File: src/verilog/srw_pkg.sv
// Functional notes
// [RL1] With auto crossover on and a reversed cable seen, or reversal forced, swap the pair roles.
// [RL2] The data pin serves as eeprom data, general output 3, or a tx enable or tx clock monitor.
// [RL3] The clock pin serves as eeprom clock, general output 4, or an rx valid or rx clock monitor.
// [RL4] Whenever either pin is not in eeprom use, the eeprom select stays inactive.
// [RL5] General outputs 3 and 4 never act as inputs.
// [RL6] A low external reset returns all logic and registers to reset state; auto_crossover and link_default keep their values until re-latched at release.
// [RL7] A floating external reset reads high and the internal power-on reset takes over.
// [RL8] Host writes are ignored after power-up, reset or wake until one host read completes.
// [RL9] When enabled, a wake event in sleep drives the wake output with programmable polarity and drive; open drain only pulls low.
// [RL10] Only a host write with select and write strobe low wakes the device, whatever the data.
// [RL11] The host aims its waking write at the byte-order test register only.
// [RL12] The crossover strap high enables auto crossover; low or open disables it.
// [RL13] The speed strap is sampled when reset releases and kept as the link default.
// [RL14] Speed strap 0 gives 10 Mbps half duplex no autoneg; 1 gives 100 Mbps half duplex autoneg.
// [RL15] The board supplies a 25 MHz reference clock from a crystal or an oscillator.
package srw_pkg;
    localparam int unsigned CLK_HZ        = 50000000;
    localparam int unsigned POR_TIME_NS   = 1000;
    localparam int unsigned POR_CYCLES    = (POR_TIME_NS * (CLK_HZ / 1000000) + 999) / 1000;
    localparam logic [1:0]  PIN_EEPROM    = 2'h0;
    localparam logic [1:0]  PIN_GPO       = 2'h1;
    localparam logic [1:0]  PIN_MON_A     = 2'h2;
    localparam logic [1:0]  PIN_MON_B     = 2'h3;

    typedef struct packed {
        logic speed_100;
        logic full_duplex;
        logic autoneg_on;
    } srw_link_t;

    localparam srw_link_t LINK_10_DEFAULT  = '{speed_100: 1'b0, full_duplex: 1'b0,
                                                autoneg_on: 1'b0};
    localparam srw_link_t LINK_100_DEFAULT = '{speed_100: 1'b1, full_duplex: 1'b0,
                                                autoneg_on: 1'b1};

    typedef enum logic [2:0] {
        ST_LOCKED = 3'b001,
        ST_ACTIVE = 3'b010,
        ST_SLEEP  = 3'b100
    } srw_state_t;
endpackage

File: src/verilog/srw_sys_ctrl.sv
`timescale 1ns/1ps
`default_nettype none
module srw_sys_ctrl
    import srw_pkg::*;
#(
    parameter int unsigned POR_LEN = POR_CYCLES
)(
    input  wire logic       clk_sys,               // 50 MHz system clock
    input  wire logic       rst_b,                 // synchronous reset, active low
    input  wire logic       external_reset_n,      // reset pin, pulled high
    input  wire logic       por_n,                 // internal power-on reset, low at power-up
    input  wire logic       crossover_auto_strap,  // strap pin, pulled low
    input  wire logic       speed_strap,           // speed strap pin
    input  wire logic       reverse_detected,      // phy saw a reversed cable
    input  wire logic       reverse_manual,        // software forces reversal
    input  wire logic       host_select_n,         // host chip select pin
    input  wire logic       host_write_n,          // host write strobe pin
    input  wire logic       host_read_n,           // host read strobe pin
    input  wire logic       sleep_req,             // enter power-saving state, pulse
    input  wire logic       wake_detect,           // wake event seen, pulse
    input  wire logic       wake_out_en,           // wake output enabled
    input  wire logic       wake_out_high,         // wake output active high
    input  wire logic       wake_out_push_pull,    // 1 push-pull, 0 open drain
    input  wire logic [1:0] data_pin_mode,         // data pin function
    input  wire logic [1:0] clk_pin_mode,          // clock pin function
    input  wire logic       general_output_3,      // value for gpo 3
    input  wire logic       general_output_4,      // value for gpo 4
    input  wire logic       mii_tx_en,             // internal mii tx enable
    input  wire logic       mii_tx_clk,            // internal mii tx clock, sampled
    input  wire logic       mii_rx_dv,             // internal mii rx valid
    input  wire logic       mii_rx_clk,            // internal mii rx clock, sampled
    input  wire logic       ee_data_out,           // eeprom engine data to drive
    input  wire logic       ee_data_oe,            // eeprom engine drives data
    input  wire logic       ee_clk,                // eeprom engine clock
    input  wire logic       ee_select,             // eeprom engine select
    output logic            eeprom_data_io_o,      // data pin output
    output logic            eeprom_data_io_oe,     // data pin output enable
    input  wire logic       eeprom_data_io_i,      // data pin input
    output logic            ee_data_in,            // synced data pin to eeprom engine
    output logic            eeprom_serial_clock,   // clock pin
    output logic            eeprom_select,         // eeprom chip select
    output logic            wake_event_out_o,      // wake pin output
    output logic            wake_event_out_oe,     // wake pin output enable
    output logic            sys_reset,             // internal reset, active high
    output logic            write_enable,          // host writes accepted
    output logic            host_write_take,       // accepted host write, pulse
    output logic            sleeping,              // in power-saving state
    output logic            auto_crossover,        // latched auto crossover enable
    output logic            pair_swap,             // tx and rx pairs swapped
    output var srw_link_t   link_default           // default link settings
);
    if (POR_LEN < 1)
    begin : g_bad_por_len
        $error("POR_LEN must be at least 1");
    end

    logic [1:0] s_rst, s_por, s_cs, s_wr, s_rd, s_xo, s_spd, s_dio, s_txc, s_rxc;
    logic       rd_prev, wr_prev, hold_rst, sys_rst_d;
    logic [31:0] por_cnt;
    srw_state_t state, next_state;

    always_ff @(posedge clk_sys)
    begin
        s_rst <= {s_rst[0], external_reset_n};
        s_por <= {s_por[0], por_n};
        s_cs  <= {s_cs[0], host_select_n};
        s_wr  <= {s_wr[0], host_write_n};
        s_rd  <= {s_rd[0], host_read_n};
        s_xo  <= {s_xo[0], crossover_auto_strap};
        s_spd <= {s_spd[0], speed_strap};
        s_dio <= {s_dio[0], eeprom_data_io_i};
        s_txc <= {s_txc[0], mii_tx_clk};
        s_rxc <= {s_rxc[0], mii_rx_clk};
    end

    // any reset source holds the block; floating pin reads high [RL6] [RL7]
    assign hold_rst = !rst_b || !s_rst[1] || !s_por[1];

    always_ff @(posedge clk_sys)
    begin
        if (hold_rst)
            por_cnt <= '0;
        else if (por_cnt < POR_LEN)
            por_cnt <= por_cnt + 32'h1;
    end
    assign sys_reset = (por_cnt < POR_LEN); // [RL6]

    always_ff @(posedge clk_sys)
    begin
        if (!rst_b)
            sys_rst_d <= 1'b1;
        else
            sys_rst_d <= sys_reset;
    end

    // straps caught on the release edge of reset [RL13] [RL12]
    always_ff @(posedge clk_sys)
    begin
        if (!rst_b)
        begin
            auto_crossover <= 1'b0;
            link_default   <= LINK_10_DEFAULT;
        end
        else if (sys_rst_d && !sys_reset)
        begin
            auto_crossover <= s_xo[1];                                            // [RL12]
            link_default   <= s_spd[1] ? LINK_100_DEFAULT : LINK_10_DEFAULT;      // [RL14]
        end
    end

    assign pair_swap = (auto_crossover && reverse_detected) || reverse_manual; // [RL1]

    // completed read is a rising read strobe under select
    always_ff @(posedge clk_sys)
    begin
        if (sys_reset)
        begin
            rd_prev <= 1'b1;
            wr_prev <= 1'b1;
        end
        else
        begin
            rd_prev <= s_rd[1] | s_cs[1];
            wr_prev <= s_wr[1] | s_cs[1];
        end
    end

    logic rd_done, wr_start;
    assign rd_done  = !rd_prev && (s_rd[1] | s_cs[1]);
    assign wr_start = wr_prev && !(s_wr[1] | s_cs[1]);

    always_comb
    begin
        next_state = state;
        case (state)
            ST_LOCKED: if (rd_done) next_state = ST_ACTIVE;            // [RL8]
            ST_ACTIVE: if (sleep_req) next_state = ST_SLEEP;
            ST_SLEEP:  if (wr_start) next_state = ST_LOCKED;           // [RL10] [RL8]
            default:   next_state = ST_LOCKED;
        endcase
    end

    always_ff @(posedge clk_sys)
    begin
        if (sys_reset)
            state <= ST_LOCKED;
        else
            state <= next_state;
    end

    assign write_enable    = (state == ST_ACTIVE);
    assign sleeping        = (state == ST_SLEEP);
    assign host_write_take = wr_start && write_enable; // [RL8]

    // wake indication, cleared by the waking write, never wakes on its own [RL9] [RL10]
    logic wake_flag;
    always_ff @(posedge clk_sys)
    begin
        if (sys_reset || !sleeping)
            wake_flag <= 1'b0;
        else if (wake_detect && wake_out_en)
            wake_flag <= 1'b1;
    end

    always_ff @(posedge clk_sys)
    begin
        if (sys_reset)
        begin
            wake_event_out_o  <= 1'b0;
            wake_event_out_oe <= 1'b0;
        end
        else if (wake_out_push_pull)
        begin
            wake_event_out_o  <= wake_flag ~^ wake_out_high; // [RL9]
            wake_event_out_oe <= 1'b1;
        end
        else
        begin
            wake_event_out_o  <= 1'b0;
            wake_event_out_oe <= wake_flag;                  // [RL9]
        end
    end

    // pin multiplexing; gpo modes only drive, never sample [RL5]
    always_ff @(posedge clk_sys)
    begin
        if (sys_reset)
        begin
            eeprom_data_io_o    <= 1'b0;
            eeprom_data_io_oe   <= 1'b0;
            eeprom_serial_clock <= 1'b0;
            eeprom_select       <= 1'b0;
            ee_data_in          <= 1'b0;
        end
        else
        begin
            case (data_pin_mode)                                                  // [RL2]
                PIN_EEPROM: eeprom_data_io_o <= ee_data_out;
                PIN_GPO:    eeprom_data_io_o <= general_output_3;
                PIN_MON_A:  eeprom_data_io_o <= mii_tx_en;
                default:    eeprom_data_io_o <= s_txc[1];
            endcase
            eeprom_data_io_oe <= (data_pin_mode != PIN_EEPROM) || ee_data_oe;     // [RL5]
            case (clk_pin_mode)                                                   // [RL3]
                PIN_EEPROM: eeprom_serial_clock <= ee_clk;
                PIN_GPO:    eeprom_serial_clock <= general_output_4;
                PIN_MON_A:  eeprom_serial_clock <= mii_rx_dv;
                default:    eeprom_serial_clock <= s_rxc[1];
            endcase
            eeprom_select <= ee_select && (data_pin_mode == PIN_EEPROM)
                             && (clk_pin_mode == PIN_EEPROM);                     // [RL4]
            ee_data_in    <= (data_pin_mode == PIN_EEPROM) ? s_dio[1] : 1'b0;
        end
    end

    property p_select_idle;
        @(posedge clk_sys) disable iff (sys_reset)
        (data_pin_mode != PIN_EEPROM || clk_pin_mode != PIN_EEPROM) |=> !eeprom_select;
    endproperty
    a_select_idle: assert property (p_select_idle) else $error("select active off eeprom"); // [RL4]

    property p_no_write_locked;
        @(posedge clk_sys) disable iff (sys_reset)
        (state != ST_ACTIVE) |-> !host_write_take;
    endproperty
    a_no_write_locked: assert property (p_no_write_locked) else $error("write while locked"); // [RL8]

    property p_read_unlocks;
        @(posedge clk_sys) disable iff (sys_reset)
        (state == ST_LOCKED && rd_done) |=> write_enable;
    endproperty
    a_read_unlocks: assert property (p_read_unlocks) else $error("read did not unlock"); // [RL8]

    property p_wake_only_write;
        @(posedge clk_sys) disable iff (sys_reset)
        (sleeping && !wr_start) |=> sleeping;
    endproperty
    a_wake_only_write: assert property (p_wake_only_write) else $error("left sleep without write"); // [RL10]

    property p_write_wakes;
        @(posedge clk_sys) disable iff (sys_reset)
        (sleeping && wr_start) |=> (state == ST_LOCKED);
    endproperty
    a_write_wakes: assert property (p_write_wakes) else $error("write did not wake"); // [RL10]

    property p_wake_out;
        @(posedge clk_sys) disable iff (sys_reset)
        (sleeping && wake_detect && wake_out_en && wake_out_push_pull)
            |=> ##1 (wake_event_out_o == wake_out_high) || !sleeping || !wake_out_push_pull;
    endproperty
    a_wake_out: assert property (p_wake_out) else $error("wake output not asserted"); // [RL9]

    property p_swap;
        @(posedge clk_sys) disable iff (sys_reset)
        reverse_manual |-> pair_swap;
    endproperty
    a_swap: assert property (p_swap) else $error("manual reversal ignored"); // [RL1]

    property p_general_output_3;
        @(posedge clk_sys) disable iff (sys_reset)
        (data_pin_mode == PIN_GPO) |=> eeprom_data_io_oe && eeprom_data_io_o == $past(general_output_3);
    endproperty
    a_general_output_3: assert property (p_general_output_3) else $error("general_output_3 not driven"); // [RL2]

    property p_general_output_4;
        @(posedge clk_sys) disable iff (sys_reset)
        (clk_pin_mode == PIN_GPO) |=> eeprom_serial_clock == $past(general_output_4);
    endproperty
    a_general_output_4: assert property (p_general_output_4) else $error("general_output_4 not driven"); // [RL3]
endmodule
`default_nettype wire

File: config.mk
export PLATFORM = sky130hd
export DESIGN_NAME = srw_sys_ctrl
export DESIGN_NICKNAME = d
export VERILOG_FILES = /design/src/verilog/srw_pkg.sv /design/src/verilog/srw_sys_ctrl.sv
export SDC_FILE = /design/constraint.sdc
export NUM_CORES = 1
export LEC_CHECK = 0
export ABC_AREA = 1
export BUFFER_PORTS_ARGS = -buffer_cell sky130_fd_sc_hd__buf_2
export CAP_MARGIN = 5
export CORE_UTILIZATION = 35
export CTS_CLUSTER_SIZE = 28
export DETAILED_ROUTE_END_ITERATION = 12
export PLACE_DENSITY_LB_ADDON = 0.2
export SKIP_LAST_GASP = 1
export SYNTH_ARGS = -nofsm -noshare
export SYNTH_HDL_FRONTEND = slang
export SYNTH_SLANG_ARGS = --single-unit
File: constraint.sdc
create_clock -name clk_sys -period 1.65 [get_ports clk_sys]
set_input_delay 0.2475 -clock clk_sys [delete_from_list [all_inputs] [get_ports clk_sys]]
set_output_delay 0.2475 -clock clk_sys [all_outputs]
set_load 0.02 [all_outputs]
* Word-level counts from Yosys, hierarchy flattened *
Cells that the tools add are included.
Widths: inputs -> output; s select.

word-level totals
  register bits after elaboration = 70
  input port bits = 31
  output and inout bits = 16
  logic and storage cells = 78

operators by class
  add/sub/neg operators = 1
  order comparisons = 1
  eq/ne operators = 10
  mux-type cells = 8
  bitwise operators = 5
  reduce and logical (&&, ||, !) cells = 26

operators with widths
  operator               number
  $add 32x1->32 const B  1
  $lt 32x6->1 const B    1
  $mux 3                 4
  $pmux 3 s3             1
  $logic_and 1x1->1      8
  $logic_not 1->1        7
  $pmux 1 s3             2
  $logic_or 1x1->1       5
  $eq 2x1->1 const B     2
  $eq 2x2->1 const B     2
  $logic_not 2->1        2
  $ne 2x2->1 const B     2
  $reduce_or 2->1        2
  $eq 3x1->1 const B     1
  $eq 3x2->1 const B     1
  $eq 3x3->1 const B     1
  $reduce_and 3->1       1
  $ne 2x1->1 const B     1
  $not 1->1              2
  $or 1x1->1             2
  $reduce_bool 2->1      1
  $mux 1                 1
  $xnor 1x1->1           1

* Depth between registers and ports, before layout *
Gate-level depths: netlist of the first run.

  depth after elaboration = 5
  mapped depth = 10
  depth with buffers taken out = 10

* Worst setup path before layout of the first run *
No wires, ideal clock.

  path type = register to output
  start = reg state[0]
  end = out host_write_take
  arrival time = 1.134 ns
  required time = 1.402 ns
  setup slack = 0.268 ns
  cell stages (with the launch flop) = 4
  path buffers = 0
  cells stage by stage = dfxtp_1 nor3_2 inv_1 nor2_1

on the way
  cells in the longest elaborated chain, start to end = 2

RTL lines
  item                      line                 source
  start: declaration        srw_sys_ctrl.sv:60   srw_state_t state, next_state;
  start signal: assignment  srw_sys_ctrl.sv:148  state <= next_state;
  $eq 3x2->1                srw_sys_ctrl.sv:151  assign write_enable = (state == ST_ACTIVE);
  named net write_enable    srw_sys_ctrl.sv:45   output logic write_enable,
  $logic_and 1x1->1         srw_sys_ctrl.sv:153  assign host_write_take = wr_start && write_enable;
  end: declaration          srw_sys_ctrl.sv:46   output logic host_write_take,

The timed path passes the listed nets, and every way through them passes these cells.

* Final worst setup path of the first run *
  start = reg por_cnt[10]
  end = out sys_reset

on the way
  cells in the longest elaborated chain, start to end = 1

RTL lines
  item                      line                source
  start: declaration        srw_sys_ctrl.sv:59  logic [31:0] por_cnt;
  start signal: assignment  srw_sys_ctrl.sv:84  por_cnt <= por_cnt + 32'h1;
  $lt 32x6->1               srw_sys_ctrl.sv:86  assign sys_reset = (por_cnt < POR_LEN);
  end: declaration          srw_sys_ctrl.sv:44  output logic sys_reset,

Every way passes these cells.

==> results of run 1 <==
[worst register-to-register path, delay by kind of cell (launching register included)]
family,cells,cell delay (ps)
and+or+nand+nor,6,530
buffers and inverters,3,380
DFF,1,300
AOI/OAI and AO/OA,1,150
[routing by layer]
metal	vias up	routed length, µm
li1	932	-
met1	757	1810
met2	31	1760
met3	7	157
met4	0	79
met5	-	0
[state kept, by name, indices dropped and copies added, names as in the netlist, 2 cells and up]
name	flops
por_cnt	32
s_cs	2
s_dio	2
s_por	2
s_rd	2
s_rst	2
s_rxc	2
s_spd	2
s_txc	2
s_wr	2
s_xo	2
state	3
[report_power, final]
part / internal, mW / switching (mW)
logic: 0.0568 / 0.0416
registers: 1.67 / 0.00711
clock network: 0.860 / 0.632
total: 2.58 / 0.681
[worst min-delay path by stage]
stage / start / to / slack [ps] / cells past startpoint
floorplan: host_select_n / s_cs[0]$_DFF_P_ / 280 / 0
global placement: s_dio[0]$_DFF_P_ / s_dio[1]$_DFF_P_ / 310 / 0
global route: rst_b / sys_rst_d$_SDFF_PN1_ / 110 / 2
finish: rst_b / sys_rst_d$_SDFF_PN1_ / 120 / 2
detailed placement: s_rst[0]$_DFF_P_ / s_rst[1]$_DFF_P_ / 310 / 0
CTS: rst_b / sys_rst_d$_SDFF_PN1_ / 100 / 2
[synth_stat cells (all sizes together)]
cell / instances
nand4: 3
buf: 4
clkbuf: 2
inv: 39
dfxtp: 68
o211a: 2
nand3: 13
nand2: 31
xor2: 4
o21ai: 5
ha: 1
nand3b: 1
a21o: 1
conb: 1
nor3: 10
a21oi: 13
nor2: 62
[kinds of logic after synthesis]
| kind of cell | after synthesis |
|---|---|
| fa+ha+maj | 1 |
| flops | 68 |
| xor+xnor | 4 |
| compound gates | 21 |
| simple gates | 120 |
| other cells | 1 |
| buf+inv | 45 |
[layout make-up]
cell class              instances  area share
clock buffers                   9      0.0421
clock inverters                 7      0.0336
inverters                      39      0.0507
multi-input cells             147       0.243
flip-flops and latches         68       0.464
well taps                      75      0.0319
repair buffers                 62       0.135
[repair_timing]
action | 4_1_cts | 5_1_grt
resized for setup | 4 | 8
hold buffers | 10 | 0
pin swaps | 1 | 6
buffers inserted | 3 | 0
endpoints found under the hold margin | 10 | 0
endpoints found under the setup margin | 1 | 9
==> qor.yml, run 1 <==
cells_and_area:
  fin_area_mm2: 0.00294
  ff_latch_area_mm2: 0.00136
  insertedDiodeCount: 0
  nets: 359
  multi_input_area_um2: 714
  layout-drive-gt1-share: 0.262
  fillers: 604
  layout_common_cells: "dfxtp_1 (67), nor2_1 (57), buf_2 (44)"
  layout_commonest_cell: "dfxtp_1"
  stdcell_count: 407
  syn_to_final_growth_pct: 30.6
  utilization: 0.485
global_route:
  grt_usage: 0.130
  grt_antenna_before_repair: 0
  grt_use_met3: 0.0495
  grt_pass1_vias: 1516
  grt.busiest_layer: "met2"
  grt_pass1_wl_um: 6410
  grtUsageMet2: 0.196
  grt_max_degree: 16
  gr-total-overflow: 0
  use_met1: 0.155
clock_network:
  cts_max_level: 3
  root_buffer: "clkbuf_8"
  cts_buffer_depth: 2
  cts.clk_slew.worst_paths_ps: 70
  clkLatencyLatePin_ps: 340
  cts_buffers: 9
  cts_tree: "done"
  cts_sinks: 68
setup_path:
  slowest_stage: "dfxtp_1"
  reg2regPathDepth: 10
  start_kind: "register"
  critPathLaunch: "por_cnt[10]$_SDFFE_PP0N_"
  cp.required_ps: 1400
  crit_cells: 8
  timing.rr.start: "por_cnt[10]$_SDFFE_PP0N_"
  cp_max_fo: 2
  crit_path_cell_trace: "inv_1, nand2_1, nor2_1, nand2_1, nor2_2, nand3_4, inv_4, buf_6"
  crit_path_end_kind: "output pin"
  cp.arrival_ps: 1340
  path_buf_inv: 3
  crit_path_max_incr_delay_ps: 300
  cp_common_cell: "nand2_1"
  reg2reg_setup_slack_ps: 190
  r2r_end: "por_cnt[1]$_SDFFE_PP0N_"
  crit_type: "reg -> out"
  crit_path_end: "sys_reset"
  path_delay_family: "simple AND/OR/NAND/NOR gates"
placement:
  place_worst_setup_slack_ps: 312
  dp.cells: 379
  gp_congestion: 0.704
  dp_hpwl_um: 2690
  dpl-instance-area_mm2: 0.00258
  portBuffers: 45
yosys:
  synth_warnings: 0
  yosys.area.top_type_share: 0.605
  synthCells: 260
  synth_compound_area_frac: 0.0573
  synthXorXnorAreaFrac: 0.0156
  synth_cell_types: 25
  syn-cell-area_mm2: 0.00225
  synth.avg_cell_area_um2: 8.65
  synthTopCellsByArea: "dfxtp_1 (61%), nor2_1 (9.8%), inv_1 (6.3%)"
  synthSimpleGateAreaFrac: 0.231
  netlist.top_cell.by_area: "dfxtp_1"
  syn_nets: 292
  synthMuxAreaShare: 0
  synth_top_family_by_area: "simple AND/OR/NAND/NOR gates"
  ys_seq_area_frac: 0.605
  synth_adder_area_share: 0.00556
  synth-seq-cells: 68
floorplanning:
  dieWidth_um: 82.2
  initial_core_util: 0.371
  fp.dieH_um: 82.2
  core_area_mm2: 0.00606
  ioPinCount: 47
  dieArea_mm2: 0.00675
  rows: 28
detailed_routing:
  wirelength_um: 3810
  ant_nets: 0
  via_count: 1727
  post-route-drc-count: 0
  dr.pass1.iters: 4
  viasPerCell: 4.24
  routedWlPerCell_um: 9.35
  first_iter_violations: 52
sta:
  fmax_mhz: 631
  rsz0062_at_grt: "yes"
  setup_slack_ps: 65.7
  fin_crit_sh: 0.960
  clock_skew_ps: 7.78
  final_hold_viol_count: 0
  final_max_slew_viol_count: 0
  setup_violations: 0
  min_period_ps: 1580
  whs_ps: 121
  setup_tns_ps: 0
job:
  maxCapViolCount: 0
power:
  design_power_total_mw: 3.26
  p_per_area_mw_per_mm2: 1110
  p_leak_nw: 1.32
  max-vdd-ir-drop_v: 0.000788
run_status:
  status: "finished clean"
hold_path:
  min_path_type: "in -> reg"
Power figures use the tool's default switching activity.
==> inputs of run 2 (changes only) <==
--- a/config.mk
+++ b/config.mk
@@ -11,7 +11,7 @@
 export CORE_UTILIZATION = 35
 export CTS_CLUSTER_SIZE = 28
 export DETAILED_ROUTE_END_ITERATION = 12
-export PLACE_DENSITY_LB_ADDON = 0.2
+export PLACE_DENSITY_LB_ADDON = 0.3
 export SKIP_LAST_GASP = 1
 export SYNTH_ARGS = -nofsm -noshare
 export SYNTH_HDL_FRONTEND = slang
==> constraint.sdc (replaced) <==
create_clock -name clk_sys -period 1.9 [get_ports clk_sys]
set_input_delay 0.285 -clock clk_sys [delete_from_list [all_inputs] [get_ports clk_sys]]
set_output_delay 0.285 -clock clk_sys [all_outputs]
set_load 0.02 [all_outputs]
==> run 2 against run 1 <==
Final cell count decreased by 3.2%. Register-to-register slack better by 310 ps. Count of clock-buffer cells in the layout stayed put. Cell area down 5.8%. Via count down 4.3%. Non-clock buffer count fell by 13. Sequential power down 13%. Global-route usage decreased by 0.22 points. Die area stayed put. Setup slack better by 130 ps. Critical path type unchanged. Largest cell class unchanged. Largest power group unchanged.
==> qor.yml, run 2 (synthesized netlist as in run 1, its figures left out) <==
detailed_routing:
  first_iter_violations: 94  # was 52
  post-route-drc-count: 0  # unchanged
  ant_nets: 0  # unchanged
  viasPerCell: 4.20  # was 4.24
  wirelength_um: 3800  # was 3810 µm
  via_count: 1653  # was 1727
  dr.pass1.iters: 4  # unchanged
  routedWlPerCell_um: 9.63  # was 9.35 µm
setup_path:
  cp.arrival_ps: 1420  # was 1340 ps
  crit_type: "reg -> out"  # unchanged
  start_kind: "register"  # unchanged
  cp_max_fo: 2  # unchanged
  crit_path_end_kind: "output pin"  # unchanged
  cp.required_ps: 1620  # was 1400 ps
sta:
  min_period_ps: 1700
  final_hold_viol_count: 0  # unchanged
  setup_violations: 0  # unchanged
  rsz0062_at_grt: "no"  # was yes
  fin_crit_sh: 0.897
  clock_skew_ps: 6.62  # was 7.78 ps
  setup_tns_ps: 0  # unchanged
  fmax_mhz: 587
  setup_slack_ps: 196  # was 65.7 ps
  final_max_slew_viol_count: 0  # unchanged
power:
  power_frac_seq: 0.542  # was 0.513
  p_sw_mw: 0.591  # was 0.681 mW
  swShare: 0.220  # was 0.208
  p_comb_frac: 0.026  # was 0.030
  pwr-share-clk: 0.432  # was 0.457
  p_per_area_mw_per_mm2: 969  # was 1110 mW/mm²
  max-vdd-ir-drop_v: 0.000777  # was 0.000788 V
  p_int_mw: 2.09  # was 2.58 mW
  p_leak_nw: 1.24  # was 1.32 nW
floorplanning:
  ioPinCount: 47  # unchanged
  fp.dieH_um: 82.2  # unchanged
  initial_core_util: 0.371  # unchanged
  dieArea_mm2: 0.00675  # unchanged
  rows: 28  # unchanged
  dieWidth_um: 82.2  # unchanged
  core_area_mm2: 0.00606  # unchanged
clock_network:
  cts-resized-gates: 0  # was 4
  cts_max_level: 3  # unchanged
  cts.clk_slew.worst_paths_ps: 80  # was 70 ps
  root_buffer: "clkbuf_8"  # unchanged
  cts_sinks: 68  # unchanged
  cts_buffers: 9  # unchanged
  cts_buffer_depth: 2  # unchanged
  clkLatencyLatePin_ps: 330  # was 340 ps
  cts_tree: "done"  # unchanged
cells_and_area:
  top_regs: "por_cnt (32), state (3)"  # unchanged
  layout-drive-gt1-share: 0.238  # was 0.262
  layout_common_cells: "dfxtp_1 (68), nor2_1 (59), buf_2 (45)"  # was dfxtp_1 (67), nor2_1 (57), buf_2 (44)
  syn_to_final_growth_pct: 23.1  # was 30.6%
  top_register: "por_cnt"  # unchanged
  utilization: 0.457  # was 0.485
  largest_reg_flops: 32  # unchanged
  nets: 346  # was 359
  layout_commonest_cell: "dfxtp_1"  # unchanged
  insertedDiodeCount: 0  # unchanged
global_route:
  gr-total-overflow: 0  # unchanged
  grt_max_degree: 17  # was 16
  use_met1: 0.145  # was 0.155
  grt_usage: 0.127  # was 0.130
  grt_pass1_wl_um: 6240  # was 6410 µm
  grt.busiest_layer: "met2"  # unchanged
  grtUsageMet2: 0.198  # was 0.196
  grt_use_met3: 0.0626  # was 0.0495
  grt_antenna_before_repair: 0  # unchanged
  grt_pass1_vias: 1500  # was 1516
hold_path:
  min_path_type: "in -> reg"  # unchanged
placement:
  dp_hpwl_um: 2690  # about the same
  portBuffers: 45  # unchanged
  place_worst_setup_slack_ps: 379  # was 312 ps
  gp_congestion: 0.747  # was 0.704
run_status:
  status: "finished clean"  # unchanged
job:
  maxCapViolCount: 0  # unchanged
run 2: cell types whose count changed in the layout (fill, tap and decap cells not counted), sizes merged:
cell,delta
inv,-1
clkinvlp,+2
buf,-3
bufinv,-1
dlygate4sd3,-10
run 2: final timing paths:
check,start,endpoint,slack (ps),cells after the start
max,por_cnt[28]$_SDFFE_PP0N_,sys_reset,200,6
min reg2reg,s_rd[0]$_DFF_P_,s_rd[1]$_DFF_P_,330,0
min,crossover_auto_strap,s_xo[0]$_DFF_P_,50,1
max reg2reg,por_cnt[28]$_SDFFE_PP0N_,por_cnt[1]$_SDFFE_PP0N_,500,7
run 2: metrics by stage:
stage	std cells	hold slack [ps]	area, µm²	total power [mW]
after floorplan	260	310	2250	1.51
final	394	47.0	2770	2.68
after global routing	394	19.0	2770	2.80
after CTS	394	30.6	2770	2.72
after detailed placement	377	312	2560	1.56
after global placement	377	310	2560	1.56
run 2: what timing repair did:
item	4_1_cts	5_1_grt
setup endpoints to repair	1	0
setup buffers	1	0
hold buffers	0	0
run 2: per-layer routing:
layer | vias up | wire [µm]
met5 | - | 0
met1 | 713 | 1830
li1 | 907 | -
met3 | 2 | 173
met2 | 31 | 1740
met4 | 0 | 49
run 2: critical path: stages (launching register included):
cell	delay [ps]
dfxtp_1	310
nor2_1	170
nand2_1	80
nor2_1	190
nand3_4	110
inv_2	70
buf_2	150
run 2: area by class of cell:
type                       count  area, µm²
multi-input combinational    147        701
inverter                      39        146
tap                           75       93.8
clock inverter                 7       75.1
fill                         614       3290
timing repair buffer          49        268
sequential                    68       1360
clock buffer                   9        124
run 2: power by group through the flow:
stage          Clock [mW]  Sequential [mW]  Combinational [mW]
2_1_floorplan           0             1.49              0.0284
4_1_cts              1.20             1.45              0.0698
6_report             1.16             1.45              0.0689
3_3_place_gp            0             1.49              0.0684
5_1_grt              1.26             1.46              0.0786
3_5_place_dp            0             1.49              0.0696
==> inputs of run 3 (changes only) <==
==> constraint.sdc (replaced) <==
create_clock -name clk_sys -period 1.9 [get_ports clk_sys]
set_input_delay 0.38 -clock clk_sys [delete_from_list [all_inputs] [get_ports clk_sys]]
set_output_delay 0.38 -clock clk_sys [all_outputs]
set_load 0.02 [all_outputs]
==> run 3 against run 2 <==
First-iteration DRC count fell by 31%. Setup slack got worse by 86 ps. Largest power group unchanged. Clock power grew 3%. Critical endpoint unchanged. Sequential share of layout area down 0.40 points. Routed wire length fell by 3.2%. Via count up 1.1%. Highest routed layer unchanged.
==> qor.yml, run 3 (synthesized netlist as in run 1, its figures left out) <==
detailed_routing:
  via_count: 1672  # was 1653
  dr.pass1.iters: 4  # unchanged
  ant_nets: 0  # unchanged
  viasPerCell: 4.24  # was 4.20
  routedWlPerCell_um: 9.33  # was 9.63 µm
  wirelength_um: 3680  # was 3800 µm
  first_iter_violations: 65  # was 94
  post-route-drc-count: 0  # unchanged
floorplanning:
  dieWidth_um: 82.2  # unchanged
  initial_core_util: 0.371  # unchanged
  core_area_mm2: 0.00606  # unchanged
  dieArea_mm2: 0.00675  # unchanged
  ioPinCount: 47  # unchanged
  fp.dieH_um: 82.2  # unchanged
  rows: 28  # unchanged
global_route:
  grt_usage: 0.123  # was 0.127
  gr-total-overflow: 0  # unchanged
  grt_antenna_before_repair: 0  # unchanged
  grt_pass1_vias: 1413  # was 1500
  grt_max_degree: 24  # was 17
  grt_pass1_wl_um: 5990  # was 6240 µm
sta:
  fin_crit_sh: 0.942  # was 0.897
  fmax_mhz: 559  # was 587 MHz
  min_period_ps: 1790  # was 1700 ps
  final_hold_viol_count: 0  # unchanged
  rsz0062_at_grt: "no"  # unchanged
  final_max_slew_viol_count: 0  # unchanged
  setup_tns_ps: 0  # unchanged
  setup_slack_ps: 111  # was 196 ps
  clock_skew_ps: 10.2  # was 6.62 ps
  setup_violations: 0  # unchanged
cells_and_area:
  layout-drive-gt1-share: 0.245  # was 0.238
  insertedDiodeCount: 0  # unchanged
  layout_common_cells: "dfxtp_1 (68), nor2_1 (57), buf_2 (44)"  # was dfxtp_1 (68), nor2_1 (59), buf_2 (45)
  top_register: "por_cnt"  # unchanged
  top_regs: "por_cnt (32), state (3)"  # unchanged
  syn_to_final_growth_pct: 24.1  # was 23.1%
  stdcell_count: 394  # unchanged
  largest_reg_flops: 32  # unchanged
  layout_commonest_cell: "dfxtp_1"  # unchanged
  nets: 346  # unchanged
  fillers: 606  # was 614
setup_path:
  path_delay_family: "simple AND/OR/NAND/NOR gates"  # unchanged
  crit_type: "reg -> out"  # unchanged
  cp.required_ps: 1520  # was 1620 ps
  crit_path_end_kind: "output pin"  # unchanged
  path_buf_inv: 3  # was 2
  crit_path_cell_trace: "inv_1, nand2_1, nor2_1, nand2_1, nor2_2, nand3_4, inv_6, buf_4"  # was nor2_1, nand2_1, nor2_1, nand3_4, inv_2, buf_2
  cp_max_fo: 5  # was 2
  start_kind: "register"  # unchanged
  slowest_stage: "dfxtp_1"  # unchanged
  timing.rr.start: "por_cnt[8]$_SDFFE_PP0N_"  # was por_cnt[28]$_SDFFE_PP0N_
  cp_common_cell: "nand2_1"  # was nor2_1
  crit_path_max_incr_delay_ps: 320  # was 310 ps
  critPathLaunch: "por_cnt[8]$_SDFFE_PP0N_"  # was por_cnt[28]$_SDFFE_PP0N_
  cp.arrival_ps: 1410  # was 1420 ps
power:
  pwr-share-clk: 0.440  # was 0.432
  p_sw_mw: 0.583  # was 0.591 mW
  p_leak_nw: 1.25  # was 1.24 nW
  p_comb_frac: 0.025  # was 0.026
  max-vdd-ir-drop_v: 0.000586  # was 0.000777 V
  power_frac_seq: 0.535  # was 0.542
  p_int_mw: 2.13  # was 2.09 mW
  p_per_area_mw_per_mm2: 974  # was 969 mW/mm²
  design_power_total_mw: 2.72  # was 2.68 mW
  swShare: 0.215  # was 0.220
hold_path:
  hp-start: "mii_rx_clk"  # was crossover_auto_strap
  min_path_type: "in -> reg"  # unchanged
clock_network:
  cts_max_level: 3  # unchanged
  cts_buffers: 9  # unchanged
  cts.clk_slew.worst_paths_ps: 80  # about the same
  cts_tree: "done"  # unchanged
  cts_sinks: 68  # unchanged
  root_buffer: "clkbuf_8"  # unchanged
  clkLatencyLatePin_ps: 340  # was 330 ps
  cts_buffer_depth: 2  # unchanged
placement:
  dp.cells: 376  # was 377
  gp_congestion: 0.723  # was 0.747
  portBuffers: 45  # unchanged
  place_worst_setup_slack_ps: 363  # was 379 ps
  dp_hpwl_um: 2690  # about the same
run_status:
  status: "finished clean"  # unchanged
job:
  maxCapViolCount: 0  # unchanged
## run 3: final timing paths
check             cells past startpoint  slack (ps)                 endpoint
hold / removal                        1         140         s_rxc[0]$_DFF_P_
setup / recovery                      8         110                sys_reset
hold reg to reg                       0         320          s_rd[1]$_DFF_P_
setup reg to reg                      9         520  por_cnt[1]$_SDFFE_PP0N_
## run 3: final cells by class
cell class              instances  area (µm²)  area share
multi-input cells             147         706       0.253
inverters                      39         151      0.0542
flip-flops and latches         68        1360       0.488
well taps                      75        93.8      0.0336
clock inverters                 6        71.3      0.0255
repair buffers                 49         270      0.0968
clock buffers                  10         138      0.0493
## run 3: timing repair
action,4_1_cts,5_1_grt
cloned,0,0
setup buffers,0,2
pin swaps,0,1
resized for setup,1,4
endpoints found under the setup margin,1,1
hold buffers,0,0
## run 3: power by group through the flow
stage	clock network, mW	logic, mW	registers, mW
2_1_floorplan	0	0.0284	1.49
3_3_place_gp	0	0.0676	1.49
3_5_place_dp	0	0.0688	1.49
4_1_cts	1.24	0.0691	1.45
5_1_grt	1.31	0.0767	1.46
6_report	1.20	0.0676	1.45
## run 3: stage by stage
stage,hold slack (ps),utilization,cell area (µm²)
5_1_grt,107,0.461,2790
3_3_place_gp,311,0.422,2550
2_1_floorplan,310,-,2250
4_1_cts,115,0.456,2770
6_report,136,0.461,2790
3_5_place_dp,313,0.422,2550
## run 3: per-layer routing
metal	routed length (µm)	GRT usage
met1	1680	0.138
met2	1770	0.189
met3	140	0.0505
met4	83	0.0842
met5	0	0
